==> config.mk <==
export PLATFORM = sky130hd
export DESIGN_NAME = cmo_maint
export DESIGN_NICKNAME = d
export VERILOG_FILES = /design/src/cmo_pkg.sv /design/src/cmo_operand.sv /design/src/cmo_id_rom.sv /design/src/cmo_maint.sv
export SDC_FILE = /design/constraint.sdc
export NUM_CORES = 1
export LEC_CHECK = 0
export CORE_MARGIN = 1.5
export CORE_UTILIZATION = 55
export DETAILED_ROUTE_END_ITERATION = 7
export DONT_BUFFER_PORTS = 1
export PLACE_DENSITY = 0.72
export SYNTH_ARGS = -nofsm -noshare
export SYNTH_HDL_FRONTEND = slang
export SYNTH_SLANG_ARGS = --single-unit
==> constraint.sdc <==
create_clock -name pclk -period 2.1 [get_ports pclk]
set_input_delay 0.21 -clock pclk [delete_from_list [all_inputs] [get_ports pclk]]
set_output_delay 0.21 -clock pclk [all_outputs]
set_load 0.02 [all_outputs]
==> src/cmo_pkg.sv <==
// Shared constants and carriers for the cache maintenance decoder.
// Assumes one core clock; all ports synchronous to it.
package cmo_pkg;
  // Coprocessor register selects
  localparam logic [3:0] CMO_CRN_ID    = 4'h0;
  localparam logic [3:0] CMO_CRN_MAINT = 4'h7;
  localparam logic [3:0] CMO_CRM_1     = 4'h1;
  localparam logic [3:0] CMO_CRM_2     = 4'h2;
  localparam logic [3:0] CMO_CRM_4     = 4'h4;
  localparam logic [3:0] CMO_CRM_5     = 4'h5;
  localparam logic [3:0] CMO_CRM_6     = 4'h6;
  localparam logic [3:0] CMO_CRM_10    = 4'hA;
  localparam logic [3:0] CMO_CRM_11    = 4'hB;
  localparam logic [3:0] CMO_CRM_14    = 4'hE;
  localparam logic [2:0] CMO_OP2_ID_RSV = 3'h3;
  localparam logic [2:0] CMO_OP2_ISA_LAST = 3'h4;

  // APB register byte offsets
  localparam logic [11:0] CMO_OFS_CFG   = 12'h000;
  localparam logic [11:0] CMO_OFS_STAT  = 12'h004;
  localparam logic [11:0] CMO_OFS_LAST  = 12'h008;
  localparam logic [11:0] CMO_OFS_UNDEF = 12'h00C;

  // Config field: cache size code, 0 = 4KB .. 4 = 64KB
  localparam int         CMO_CFG_SIZE_LSB = 0;
  localparam logic [2:0] CMO_CFG_SIZE_RST = 3'h3;
  localparam logic [2:0] CMO_SIZE_MAX     = 3'h4;
  localparam logic [3:0] CMO_S_BASE       = 4'h5;

  // Whole instruction cache invalidate length
  localparam logic [7:0] CMO_ICINV_CYCLES = 8'h08;

  typedef struct packed {
    logic        write;
    logic        user;
    logic [2:0]  opc1;
    logic [3:0]  crn;
    logic [3:0]  crm;
    logic [2:0]  opc2;
    logic [31:0] wdata;
  } cmo_req_t;

  typedef struct packed {
    logic        valid;
    logic        icache;
    logic        dcache;
    logic        pred;
    logic        clean;
    logic        inval;
    logic        whole;
    logic        setway;
    logic        coherent;
    logic        l2_bound;
    logic [1:0]  way;
    logic [8:0]  set;
    logic [26:0] line;
  } cmo_act_t;
endpackage

==> src/cmo_operand.sv <==
// Splits a transferred word into set/way and address operands.
// Assumes the size code is already clamped to the legal range.
`timescale 1ns/1ps
module cmo_operand
  import cmo_pkg::*;
(
  // Operand
  input  wire logic [31:0] wdata,
  input  wire logic [2:0]  size_code,
  // Fields
  output logic      [1:0]  way,
  output logic      [8:0]  set,
  output logic      [26:0] line,
  output logic             rsvd_nz
);
  logic [3:0] s_val;

  function automatic logic [8:0] cmo_set_mask(input logic [3:0] s);
    cmo_set_mask = 9'((10'h001 << s) - 10'h001);
  endfunction

  assign s_val = CMO_S_BASE + {1'b0, size_code};
  assign way   = wdata[31:30];
  assign set   = wdata[13:5] & cmo_set_mask(s_val);
  assign line  = wdata[31:5];
  // Reserved bits only flagged, never acted on
  assign rsvd_nz = (|wdata[4:0]) |
                   (|(wdata[29:5] & ~{16'h0000, cmo_set_mask(s_val)}));
endmodule

==> src/cmo_id_rom.sv <==
// Read-only feature identification values, registered output.
// Values are build parameters; defaults are arbitrary.
`timescale 1ns/1ps
module cmo_id_rom
  import cmo_pkg::*;
#(
  parameter logic [31:0] FEAT [8] = '{32'h0000_0011, 32'h0000_0012, 32'h0000_0013,
                                      32'h0000_0000, 32'h0000_0021, 32'h0000_0022,
                                      32'h0000_0023, 32'h0000_0024},
  parameter logic [31:0] ISA  [5] = '{32'h0000_0031, 32'h0000_0032, 32'h0000_0033,
                                      32'h0000_0034, 32'h0000_0035}
)(
  // Clock and reset
  input  wire logic        pclk,
  input  wire logic        presetn,
  // Lookup
  input  wire logic        en,
  input  wire logic [3:0]  crm,
  input  wire logic [2:0]  opc2,
  output logic      [31:0] q
);
  typedef struct packed {
    logic [31:0] q;
  } cmo_rom_st_t;

  cmo_rom_st_t st;
  cmo_rom_st_t next_st;

  always_comb begin
    next_st = st;
    if (en) begin
      next_st.q = 32'h0000_0000;
      if (crm == CMO_CRM_1 && opc2 != CMO_OP2_ID_RSV) begin
        next_st.q = FEAT[opc2];
      end else if (crm == CMO_CRM_2 && opc2 <= CMO_OP2_ISA_LAST) begin
        next_st.q = ISA[opc2];
      end
      // Reserved selects fall through to zero
    end
  end

  always_ff @(posedge pclk or negedge presetn) begin
    if (!presetn) begin
      st <= '0;
    end else begin
      st <= next_st;
    end
  end

  assign q = st.q;
endmodule

==> src/cmo_maint.sv <==
// Cache maintenance decoder: coprocessor transfers in, cache actions out.
// Assumes the pipeline holds a request until ready; APB slave, zero wait.
//
// Decided for this implementation: register access over APB and the register offsets.
`timescale 1ns/1ps
module cmo_maint
  import cmo_pkg::*;
(
  // Clock and reset
  input  wire logic        pclk,
  input  wire logic        presetn,
  // APB slave
  input  wire logic        psel,
  input  wire logic        penable,
  input  wire logic        pwrite,
  input  wire logic [11:0] paddr,
  input  wire logic [31:0] pwdata,
  output logic      [31:0] prdata,
  output logic             pready,
  output logic             pslverr,
  // Coprocessor transfer request
  input  wire logic        cp_valid,
  output logic             cp_ready,
  input  wire cmo_req_t    cp_req,
  // Address translation result, readable back
  input  wire logic [31:0] pa_result,
  // Response
  output logic             rsp_valid,
  output logic             rsp_undef,
  output logic      [31:0] rsp_rdata,
  // Cache and predictor actions
  output cmo_act_t         act,
  output logic             irq_hold
);
  typedef struct packed {
    logic [7:0]  busy_cnt;
    logic        rsp_valid;
    logic        rsp_undef;
    logic        rsp_pa;
    logic [31:0] pa_q;
    cmo_act_t    act;
    logic [2:0]  size_code;
    logic [15:0] op_count;
    logic [15:0] undef_count;
    logic [7:0]  last_sel;
  } cmo_st_t;

  cmo_st_t     st;
  cmo_st_t     next_st;
  logic        take;
  logic        is_maint;
  logic        is_id;
  logic        barrier;
  logic        pa_read;
  logic        apb_wr;
  logic        apb_hit;
  logic [1:0]  od_way;
  logic [8:0]  od_set;
  logic [26:0] od_line;
  logic        od_rsvd;
  logic [31:0] rom_q;

  cmo_operand u_operand (
    .wdata     (cp_req.wdata),
    .size_code (st.size_code),
    .way       (od_way),
    .set       (od_set),
    .line      (od_line),
    .rsvd_nz   (od_rsvd)
  );

  cmo_id_rom u_rom (
    .pclk    (pclk),
    .presetn (presetn),
    .en      (take && is_id && !cp_req.write),
    .crm     (cp_req.crm),
    .opc2    (cp_req.opc2),
    .q       (rom_q)
  );

  // Long invalidate stalls new requests rather than queueing them
  assign cp_ready = (st.busy_cnt == 8'h00);
  assign take     = cp_valid && cp_ready;
  assign is_maint = cp_req.crn == CMO_CRN_MAINT && cp_req.opc1 == 3'h0;
  assign is_id    = cp_req.crn == CMO_CRN_ID && cp_req.opc1 == 3'h0 &&
                    (cp_req.crm == CMO_CRM_1 || cp_req.crm == CMO_CRM_2);
  assign barrier  = (cp_req.crm == CMO_CRM_10 && (cp_req.opc2 == 3'h4 || cp_req.opc2 == 3'h5)) ||
                    (cp_req.crm == CMO_CRM_5 && cp_req.opc2 == 3'h4);
  assign pa_read  = cp_req.crm == CMO_CRM_4 && cp_req.opc2 == 3'h0;
  assign apb_wr   = psel && penable && pwrite;
  assign apb_hit  = paddr == CMO_OFS_CFG || paddr == CMO_OFS_STAT ||
                    paddr == CMO_OFS_LAST || paddr == CMO_OFS_UNDEF;

  always_comb begin
    cmo_act_t a;
    logic     undef;
    a       = '0;
    undef   = 1'b0;
    next_st = st;
    next_st.rsp_valid = take;
    next_st.rsp_pa    = 1'b0;
    if (st.busy_cnt != 8'h00) begin
      next_st.busy_cnt = st.busy_cnt - 8'h01;
    end
    if (take) begin
      if (is_maint && !cp_req.write) begin
        undef = !pa_read;
        next_st.rsp_pa = pa_read && !cp_req.user;
        undef = undef || cp_req.user;
      end else if (is_maint && cp_req.user) begin
        undef = !barrier;
      end else if (is_maint) begin
        a.l2_bound = 1'b1;
        a.way      = od_way;
        a.set      = od_set;
        a.line     = od_line;
        case ({cp_req.crm, cp_req.opc2})
          {CMO_CRM_1, 3'h0}, {CMO_CRM_5, 3'h0}: begin
            a.valid = 1'b1;
            a.icache = 1'b1;
            a.whole = 1'b1;
            a.pred = cp_req.crm == CMO_CRM_5;
            next_st.busy_cnt = CMO_ICINV_CYCLES;
          end
          {CMO_CRM_1, 3'h6}, {CMO_CRM_5, 3'h6}: begin
            a.valid = 1'b1;
            a.pred = 1'b1;
            a.whole = 1'b1;
          end
          {CMO_CRM_5, 3'h1}: begin
            a.valid = 1'b1;
            a.icache = 1'b1;
          end
          {CMO_CRM_5, 3'h7}: begin
            a.valid = 1'b1;
            a.pred = 1'b1;
          end
          {CMO_CRM_6, 3'h1}, {CMO_CRM_6, 3'h2}: begin
            a.valid = 1'b1;
            a.dcache = 1'b1;
          end
          {CMO_CRM_10, 3'h1}, {CMO_CRM_10, 3'h2}: begin
            a.valid = 1'b1;
            a.dcache = 1'b1;
            a.clean = 1'b1;
          end
          {CMO_CRM_11, 3'h1}: begin
            a.valid = 1'b1;
            a.dcache = 1'b1;
            a.clean = 1'b1;
          end
          {CMO_CRM_14, 3'h1}, {CMO_CRM_14, 3'h2}: begin
            a.valid = 1'b1;
            a.dcache = 1'b1;
            a.clean = 1'b1;
          end
          default: begin
            a.valid = 1'b0;
          end
        endcase
        a.inval    = a.valid && cp_req.crm != CMO_CRM_10 && cp_req.crm != CMO_CRM_11;
        a.setway   = a.dcache && cp_req.opc2 == 3'h2;
        a.coherent = a.dcache && cp_req.crm != CMO_CRM_11;
        if (a.whole) begin
          a.set  = 9'h000;
          a.line = 27'h000_0000;
          a.way  = 2'h0;
        end else if (a.setway) begin
          a.line = 27'h000_0000;
        end else begin
          a.way = 2'h0;
          a.set = 9'h000;
        end
        a.l2_bound = a.valid;
        // Unlisted selects put no stale operand onto the action bus
        if (!a.valid) begin
          a = '0;
        end
      end else if (is_id) begin
        undef = cp_req.write || cp_req.user;
      end else begin
        undef = 1'b1;
      end
      next_st.last_sel = {cp_req.crm, cp_req.write, cp_req.opc2};
      if (undef) begin
        next_st.undef_count = st.undef_count + 16'h0001;
      end
      if (a.valid) begin
        next_st.op_count = st.op_count + 16'h0001;
      end
    end
    next_st.act       = a;
    next_st.rsp_undef = take && undef;
    next_st.pa_q      = pa_result;
    if (apb_wr && paddr == CMO_OFS_CFG) begin
      next_st.size_code = (pwdata[CMO_CFG_SIZE_LSB +: 3] > CMO_SIZE_MAX) ?
                          CMO_SIZE_MAX : pwdata[CMO_CFG_SIZE_LSB +: 3];
    end
  end

  always_ff @(posedge pclk or negedge presetn) begin
    if (!presetn) begin
      st           <= '0;
      st.size_code <= CMO_CFG_SIZE_RST;
    end else begin
      st <= next_st;
    end
  end

  // Zero-wait slave; unmapped offsets error and read zero
  always_comb begin
    prdata = 32'h0000_0000;
    case (paddr)
      CMO_OFS_CFG:   prdata = {29'h0000_0000, st.size_code};
      CMO_OFS_STAT:  prdata = {st.op_count, 7'h00, od_rsvd, st.busy_cnt};
      CMO_OFS_LAST:  prdata = {24'h00_0000, st.last_sel};
      CMO_OFS_UNDEF: prdata = {16'h0000, st.undef_count};
      default:       prdata = 32'h0000_0000;
    endcase
  end

  assign pready    = 1'b1;
  assign pslverr   = psel && penable && !apb_hit;
  assign rsp_valid = st.rsp_valid;
  assign rsp_undef = st.rsp_undef;
  assign rsp_rdata = st.rsp_pa ? st.pa_q : rom_q;
  assign act       = st.act;
  // Interrupts held off for the whole of a long invalidate
  assign irq_hold  = st.busy_cnt != 8'h00;

  rd_undef_a: assert property (@(posedge pclk) disable iff (!presetn)
    take && is_maint && !cp_req.write && !pa_read |=> rsp_valid && rsp_undef)
    else $error("maintenance read not undefined");

  user_undef_a: assert property (@(posedge pclk) disable iff (!presetn)
    take && is_maint && cp_req.write && cp_req.user && !barrier |=> rsp_undef && !act.valid)
    else $error("user maintenance not refused");

  icinv_hold_a: assert property (@(posedge pclk) disable iff (!presetn)
    $rose(irq_hold) |-> (irq_hold && !cp_ready) [*8] ##1 cp_ready)
    else $error("icache invalidate length wrong");

  whole_ops_a: assert property (@(posedge pclk) disable iff (!presetn)
    act.valid && act.whole |-> act.set == 9'h000 && act.line == 27'h000_0000)
    else $error("whole operation carries operand");

  setway_way_a: assert property (@(posedge pclk) disable iff (!presetn)
    act.valid && act.setway |-> act.way == $past(cp_req.wdata[31:30]))
    else $error("way field wrong");

  va_line_a: assert property (@(posedge pclk) disable iff (!presetn)
    act.valid && !act.setway && !act.whole |-> act.line == $past(cp_req.wdata[31:5]))
    else $error("address operand wrong");

  icall_flush_a: assert property (@(posedge pclk) disable iff (!presetn)
    take && is_maint && cp_req.write && !cp_req.user && cp_req.crm == CMO_CRM_5 &&
    cp_req.opc2 == 3'h0 |=> act.valid && act.icache && act.pred && act.whole)
    else $error("icache invalidate all missing");

  id_rsv_a: assert property (@(posedge pclk) disable iff (!presetn)
    take && is_id && !cp_req.write && cp_req.crm == CMO_CRM_1 &&
    cp_req.opc2 == CMO_OP2_ID_RSV |=> rsp_rdata == 32'h0000_0000)
    else $error("reserved feature not zero");

  l2_point_a: assert property (@(posedge pclk) disable iff (!presetn)
    act.valid |-> act.l2_bound && (!act.coherent || act.dcache))
    else $error("action not bound to level two");

  shr_icache_a: assert property (@(posedge pclk) disable iff (!presetn)
    take && is_maint && cp_req.write && !cp_req.user && cp_req.crm == CMO_CRM_1 &&
    cp_req.opc2 == 3'h0 |=> act.valid && act.icache && act.whole && !act.pred && !cp_ready)
    else $error("shareable icache invalidate wrong");

  ic_line_a: assert property (@(posedge pclk) disable iff (!presetn)
    take && is_maint && cp_req.write && !cp_req.user && cp_req.crm == CMO_CRM_5 &&
    cp_req.opc2 == 3'h1 |=> act.valid && act.icache && !act.whole && !act.pred && !act.coherent)
    else $error("icache line invalidate wrong");

  pred_all_a: assert property (@(posedge pclk) disable iff (!presetn)
    take && is_maint && cp_req.write && !cp_req.user && cp_req.crm == CMO_CRM_5 &&
    cp_req.opc2 == 3'h6 |=> act.valid && act.pred && act.whole && !act.icache && cp_ready)
    else $error("predictor invalidate all wrong");

  pred_entry_a: assert property (@(posedge pclk) disable iff (!presetn)
    take && is_maint && cp_req.write && !cp_req.user && cp_req.crm == CMO_CRM_5 &&
    cp_req.opc2 == 3'h7 |=> act.valid && act.pred && !act.whole && !act.icache)
    else $error("predictor entry invalidate wrong");

  dc_inval_a: assert property (@(posedge pclk) disable iff (!presetn)
    take && is_maint && cp_req.write && !cp_req.user && cp_req.crm == CMO_CRM_6 &&
    (cp_req.opc2 == 3'h1 || cp_req.opc2 == 3'h2) |=> act.valid && act.dcache && act.inval && !act.clean)
    else $error("dcache invalidate wrong");

  dc_clean_a: assert property (@(posedge pclk) disable iff (!presetn)
    take && is_maint && cp_req.write && !cp_req.user && cp_req.crm == CMO_CRM_10 &&
    (cp_req.opc2 == 3'h1 || cp_req.opc2 == 3'h2) |=> act.valid && act.dcache && act.clean && !act.inval)
    else $error("dcache clean wrong");

  dc_unify_a: assert property (@(posedge pclk) disable iff (!presetn)
    take && is_maint && cp_req.write && !cp_req.user && cp_req.crm == CMO_CRM_11 &&
    cp_req.opc2 == 3'h1 |=> act.valid && act.dcache && act.clean && !act.inval && !act.coherent)
    else $error("dcache clean to unification wrong");

  dc_cln_inv_a: assert property (@(posedge pclk) disable iff (!presetn)
    take && is_maint && cp_req.write && !cp_req.user && cp_req.crm == CMO_CRM_14 &&
    (cp_req.opc2 == 3'h1 || cp_req.opc2 == 3'h2) |=> act.valid && act.dcache && act.clean && act.inval)
    else $error("dcache clean and invalidate wrong");

  setway_set_a: assert property (@(posedge pclk) disable iff (!presetn)
    act.valid && act.setway |-> (act.set >> (CMO_S_BASE + {1'b0, $past(st.size_code)})) == 9'h000)
    else $error("set field wider than size allows");

  va_noset_a: assert property (@(posedge pclk) disable iff (!presetn)
    act.valid && !act.setway && !act.whole |-> act.way == 2'h0 && act.set == 9'h000)
    else $error("address operation carries set or way");

  coh_point_a: assert property (@(posedge pclk) disable iff (!presetn)
    act.valid && act.dcache && !act.setway |-> act.coherent == ($past(cp_req.crm) != CMO_CRM_11))
    else $error("coherency point target wrong");

  isa_rsv_a: assert property (@(posedge pclk) disable iff (!presetn)
    take && is_id && !cp_req.write && cp_req.crm == CMO_CRM_2 &&
    cp_req.opc2 > CMO_OP2_ISA_LAST |=> rsp_rdata == 32'h0000_0000)
    else $error("reserved attribute not zero");

  pa_read_a: assert property (@(posedge pclk) disable iff (!presetn)
    take && is_maint && !cp_req.write && !cp_req.user &&
    pa_read |=> rsp_valid && !rsp_undef && rsp_rdata == $past(pa_result))
    else $error("address result read refused");

  user_barrier_a: assert property (@(posedge pclk) disable iff (!presetn)
    take && is_maint && cp_req.write && cp_req.user &&
    barrier |=> rsp_valid && !rsp_undef && !act.valid)
    else $error("user barrier refused");
endmodule

==> impl_metrics.yaml, run 1 <==
worst_setup_path:
  critPathRequiredTime_ns: 2.41
  startpoint_type: "flop"
  critPathArrivalTime_ns: 2.47
  crit_family: "simple AND/OR/NAND/NOR gates"
  cpMaxStageDelayCell: "dfrtp_1"
  setup.worst_path.class: "flop to flop"
  crit_path_end_kind: "flop"
  max_stage_delay_ns: 0.39
  path_max_fanout: 5
  crit_buf_inv: 4
  cpMostUsedCell: "inv_2"
  cp_cell_sequence: "inv_2 -> ha_4 -> nor4b_4 -> nand3_4 -> buf_4 -> inv_4 -> nand2_2 -> or2_4 -> inv_2 -> mux2_4"
  r2r_slack_ns: -0.06
floorplanning:
  die_h_um: 113
  die-area_um2: 12900
  pin_count: 248
  die_w_um: 113
  initial_utilization_pct: 56.0
  design.core.area_um2: 12000
  row_count: 40
timing:
  clock_skew_ns: 0.0171
  hold_viol: 138
  min_period_ns: 2.16
  slew_violations: 0
  fin_ws_ns: -0.0615
  slew_headroom_pct: 63.3
  max_freq_mhz: 463
  setup_viol: 11
  fin_crit_sh_pct: 103
  rsz0062_at_grt: "true"
  holdWs_ns: -0.523
  worst_pin_slew_ns: 0.549
placed_design:
  dp.cells: 742
  io_buffers: 0
  dp_hpwl_um: 11000
  placed_cell_area_um2: 6780
  gp_congestion: 0.875
logic_synthesis:
  synth_cell_type_count: 68
  synth-warning-count: 0
  avgSynthCellArea_um2: 10.7
  syn_area_um2: 6700
  synth-edff-count: 0
  ys_ff_latch: 138
  async_flop_share_pct: 100
  ys.flop_type: "dfrtp_1"
  synthCells: 628
  ys_seq_area_share_pct: 51.6
pwr:
  p_leak_nw: 4.04
  power_density_nw_per_um2: 864
  vdd_ir_drop_max_mv: 0.739
clock_tree:
  clk_path_buf_depth: 2
  path_clk_slew_ns: 0.06
  cts_made_buffers: 17
  cts_root_buf: "clkbuf_16"
  clk_latency_ns: 0.44
  cts_tree: "yes"
  h-tree-depth: 4
  cts_sinks: 138
cells_and_area:
  finalNetCount: 833
  finalCoreUtilization_pct: 70.4
  final_common_cell: "dfrtp_1"
  final_cell_mix: "dfrtp_1, and2_1, dlygate4sd3_1"
  finalNonFillerCells: 855
  stdcell_area_um2: 8430
  syn_to_final_growth_pct: 25.8
  drive_gt1_share_pct: 21.0
  antennaDiodeCount: 0
drt:
  wirelength_um: 17500
  drtIter0Drc: 458
  routed_via_density: 5.83
  vias: 4983
  firstDrtPassIters: 5
  ant_nets: 0
  wl_per_cell_um: 20.5
  drc: 0
global_route:
  antenna_found_initial: 0
  grt_max_degree: 139
  track_usage_pct: 27.1
  grt_pass1_vias: 5020
  grt_first_pass_wirelength_um: 26600
  grt_remaining_overflow: 0
outcome:
  outcome: "complete, but fails checks"
  violations: "negative hold slack, negative setup slack"
worst_hold_path:
  hp-class: "input pin to asynchronous set/reset pin"
flow_run:
  maxCapViolations: 0
## timing repair
item / CTS / global route
gates resized for setup: 22 / 35
endpoints found under the hold margin: 219 / 139
endpoints found under the setup margin: 14 / 63
gates cloned: 1 / 0
buffers inserted: 4 / 5
hold buffers: 70 / 1
pin swaps: 15 / 14
## per-stage QoR
step | hold WS, ns | total power (W) | TNS [ns] | setup slack [ns]
3_5_place_dp | -0.0835 | 0.00396 | -0.371 | -0.132
2_1_floorplan | -0.0856 | 0.00364 | -0.355 | -0.0849
6_report | -0.523 | 0.00728 | -0.277 | -0.0615
3_3_place_gp | -0.0830 | 0.00390 | -0.0229 | -0.0140
4_1_cts | -0.535 | 0.00726 | -0.183 | -0.0415
5_1_grt | -0.537 | 0.00754 | -4.99 | -0.144
## area by class of cell
type	instances	area, µm²
fillers	831	3530
flip-flops and latches	138	3460
multi-input cells	403	2990
repair buffers	119	1120
clock buffers	20	447
well taps	147	184
clock inverters	12	170
inverters	16	65.1
## synthesized netlist by cell type, drive strengths merged, types with 13 or more instances
master / count / area [µm²]
xor2: 28 / 245
dfrtp: 136 / 3400
o21ai: 17 / 85.1
nor2b: 13 / 81.3
buf: 55 / 409
inv: 15 / 56.3
nand2: 42 / 158
nor3: 26 / 130
clkbuf: 19 / 71.3
mux2: 14 / 158
and2: 82 / 513
nor4: 17 / 153
nor2: 29 / 109
## state kept, by name, indices dropped and copies added, names as in the netlist
signal and count:
rsp_undef 1, rsp_valid 1, u_rom.q 5, st 84, act 47
## path summary, 6_finish.rpt
kind	startpoint	to	depth (start not counted)
min in group pclk	cp_req[37]	u_rom.q[1]$_DFFE_PN0P_	3
hold / removal	presetn	act[12]$_DFF_PN0_	0
setup reg to reg	st[126]$_DFF_PN0_	st[25]$_DFFE_PN0P_	10
max in group asynchronous	presetn	act[41]$_DFF_PN0_	0
hold reg to reg	st[7]$_DFFE_PN0P_	st[7]$_DFFE_PN0P_	2
setup / recovery	st[126]$_DFF_PN0_	st[25]$_DFFE_PN0P_	10
## cells by family (layout without fill, tap and decap cells)
family | Yosys count | in the layout | synth area share, %
and+or+nand+nor | 282 | 283 | 25.1
DFF | 138 | 138 | 51.6
buffers and inverters | 90 | 167 | 8.07
AOI/OAI and AO/OA | 59 | 59 | 6.00
xor gates and xnor gates | 33 | 33 | 4.31
muxes | 17 | 17 | 3.36
adders and majority gates | 8 | 8 | 1.49
other | 1 | 3 | 0.0560
## worst reg2reg max path: stages, from the launching register on
cell	delay, ns
dfrtp_1	0.39
inv_2	0.09
ha_4	0.14
nor4b_4	0.26
nand3_4	0.17
buf_4	0.19
inv_4	0.06
nand2_2	0.07
or2_4	0.27
inv_2	0.09
mux2_4	0.30
## layer usage
layer | vias up | wire [µm] | share of wire, % | track usage [%]
li1 | 2237 | - | - | -
met1 | 2463 | 6890 | 39 | 33.6
met2 | 241 | 9040 | 52 | 44.8
met3 | 42 | 1200 | 6.8 | 8.46
met4 | 0 | 392 | 2.2 | 10.3
met5 | - | 0 | 0 | 0
## power by group
group          internal [W]  switching [W]
logic              0.000559       0.000471
registers           0.00289       0.000203
clock network       0.00201        0.00115
Power figures use the tool's default switching activity.
==> run 2, diff against run 1 <==
Settings changed: CELL_PAD_IN_SITES_DETAIL_PLACEMENT set to 1, CELL_PAD_IN_SITES_GLOBAL_PLACEMENT set to 2, CORE_UTILIZATION 55 to 35, PLACE_DENSITY 0.72 to 0.75, RECOVER_POWER set to 25.
==> run 2 against run 1 <==
  * Hold slack improved by 0.0043 ns
  * Global-route usage decreased by 7.4 points
  * Fmax decreased by 0.79%
  * Sequential power about the same
  * Largest power group is now sequential cells
  * Sequential share of layout area decreased by 0.95 points
  * Clock power decreased by 6%
  * The flow still finishes with violations (negative hold slack, negative setup slack)
  * Core utilization decreased by 24 points
  * Power decreased by 1.8%
  * Cell count increased by 12%
  * First-iteration DRC count decreased by 71%
  * Sequential cell count unchanged
  * Register-to-register slack got worse by 0.02 ns
==> impl_metrics.yaml, run 2 (synthesis gave the netlist of run 1 again) <==
clock_tree:
  cts_tree: "yes"
  path_clk_slew_ns: 0.07
  cts_root_buf: "clkbuf_16"
  cts_made_buffers: 17
  clk_latency_ns: 0.43
  clk_path_buf_depth: 2
  h-tree-depth: 4
  cts_sinks: 138
drt:
  drtIter0Drc: 135
  firstDrtPassIters: 4
  wirelength_um: 19600
  ant_nets: 0
  wl_per_cell_um: 20.4
  vias: 4946
  routed_via_density: 5.15
  drc: 0
timing:
  worst_pin_slew_ns: 0.614
  setup_viol: 14
  fin_ws_ns: -0.0787
  slew_violations: 0
  max_freq_mhz: 459
  min_period_ns: 2.18
  rsz0062_at_grt: "true"
  clock_skew_ns: 0.0137
  holdWs_ns: -0.518
  slew_headroom_pct: 59.0
  hold_viol: 138
  fin_crit_sh_pct: 104
worst_setup_path:
  path_max_fanout: 4
  setup.worst_path.class: "flop to flop"
  reg2reg_depth: 9
  r2r-end: "st[32]$_DFFE_PN0P_"
  rr_startpoint: "st[127]$_DFF_PN0_"
  cpMaxStageDelayCell: "or3_4"
  crit_path_end_kind: "flop"
  critPathArrivalTime_ns: 2.53
  startpoint_type: "flop"
  r2r_slack_ns: -0.08
  critPathRequiredTime_ns: 2.45
  max_stage_delay_ns: 0.42
  cpMostUsedCell: "buf_6"
  cp_cell_sequence: "inv_2 -> ha_4 -> nor4b_4 -> nand3_4 -> or3_4 -> buf_6 -> buf_6 -> nor4_4 -> xor2_1"
placed_design:
  io_buffers: 0
  dp_hpwl_um: 13000
  post-place-ws_ns: -0.161
  placed_cell_area_um2: 6940
  gp_congestion: 0.781
floorplanning:
  die-area_um2: 20000
  design.core.area_um2: 18800
  pin_count: 248
  row_count: 50
  initial_utilization_pct: 35.7
  die_h_um: 141
  die_w_um: 141
global_route:
  grt_first_pass_wirelength_um: 30200
  grt_pass1_vias: 5424
  antenna_found_initial: 0
  grt_remaining_overflow: 0
  track_usage_pct: 19.8
  grt_max_degree: 139
pwr:
  p_leak_nw: 4.10
  power_density_nw_per_um2: 829
  vdd_ir_drop_max_mv: 0.493
cells_and_area:
  syn_to_final_growth_pct: 28.8
  drive_gt1_share_pct: 22.1
  top_register: "st"
  largest_reg_flops: 84
  final_common_cell: "dfrtp_1"
  fill_cells: 2036
  finalNetCount: 852
  stdcell_area_um2: 8630
  final_cell_mix: "dfrtp_1, and2_1, dlygate4sd3_1"
  antennaDiodeCount: 0
  finalCoreUtilization_pct: 46.0
worst_hold_path:
  hp-class: "input pin to asynchronous set/reset pin"
flow_run:
  maxCapViolations: 0
outcome:
  violations: "negative hold slack, negative setup slack"
  outcome: "complete, but fails checks"
[run 2: changes by cell type in the layout (fill, tap and decap cells not counted), sizes merged]
cell and delta:
clkbuf -3, dlygate4sd3 +4, buf +16, clkinv -1
inv +8, or3 -1, bufinv -4
[run 2: final cells by class]
class	instances	area [µm²]	area share [%]
Clock buffer	17	425	4.93
Clock inverter	15	165	1.91
Inverter	16	63.8	0.740
Multi-Input combinational cell	402	2920	33.9
Sequential cell	138	3460	40.1
Tap cell	234	293	3.39
Timing Repair Buffer	139	1300	15.1
[run 2: how the worst max path moves through the flow]
stage	start	to	slack, ns	depth (start not counted)
6_report	st[127]$_DFF_PN0_	st[32]$_DFFE_PN0P_	-0.08	9
5_1_grt	st[127]$_DFF_PN0_	st[38]$_DFFE_PN0P_	-0.18	8
4_1_cts	st[127]$_DFF_PN0_	st[38]$_DFFE_PN0P_	-0.12	8
3_5_place_dp	st[127]$_DFF_PN0_	st[30]$_DFFE_PN0P_	-0.16	7
3_3_place_gp	st[127]$_DFF_PN0_	st[17]$_DFFE_PN0P_	-0.06	8
2_1_floorplan	st[127]$_DFF_PN0_	st[34]$_DFFE_PN0P_	-0.08	9
[run 2: report_power, final]
group / total [W] / internal (W) / switching [W]
Sequential: 0.00307 / 0.00288 / 0.000189
Combinational: 0.00111 / 0.000598 / 0.000516
Clock: 0.00297 / 0.00160 / 0.00136
Total: 0.00715 / 0.00508 / 0.00207
[run 2: per-stage QoR]
stage | hold WS, ns | power, W | setup TNS, ns | cells
floorplan | -0.0856 | 0.00364 | -0.355 | 630
global placement | -0.0780 | 0.00397 | -0.0702 | 837
detailed placement | -0.0774 | 0.00405 | -0.999 | 837
CTS | -0.539 | 0.00721 | -1.28 | 953
global route | -0.542 | 0.00749 | -5.74 | 961
finish | -0.518 | 0.00715 | -0.414 | 961
[run 2: layer usage]
metal / vias up / GRT usage, % / wire length (µm)
li1: 2274 / - / -
met1: 2494 / 23.7 / 8140
met2: 161 / 34.5 / 9950
met3: 17 / 5.80 / 1210
met4: 0 / 5.59 / 256
met5: - / 0 / 0
[run 2: repair_timing]
action,CTS,global route
hold buffers,73,2
endpoints found under the setup margin,20,73
pin swaps,14,10
buffers inserted,11,8
resized for setup,30,18
endpoints found under the hold margin,221,140
[run 2: critical path, delay by kind of cell (launching register included)]
kind,cells,cell delay [ns]
DFF,1,0.39
adders and majority gates,1,0.14
buffers and inverters,3,0.34
and+or+nand+nor,4,1.04
xor gates and xnor gates,1,0.16
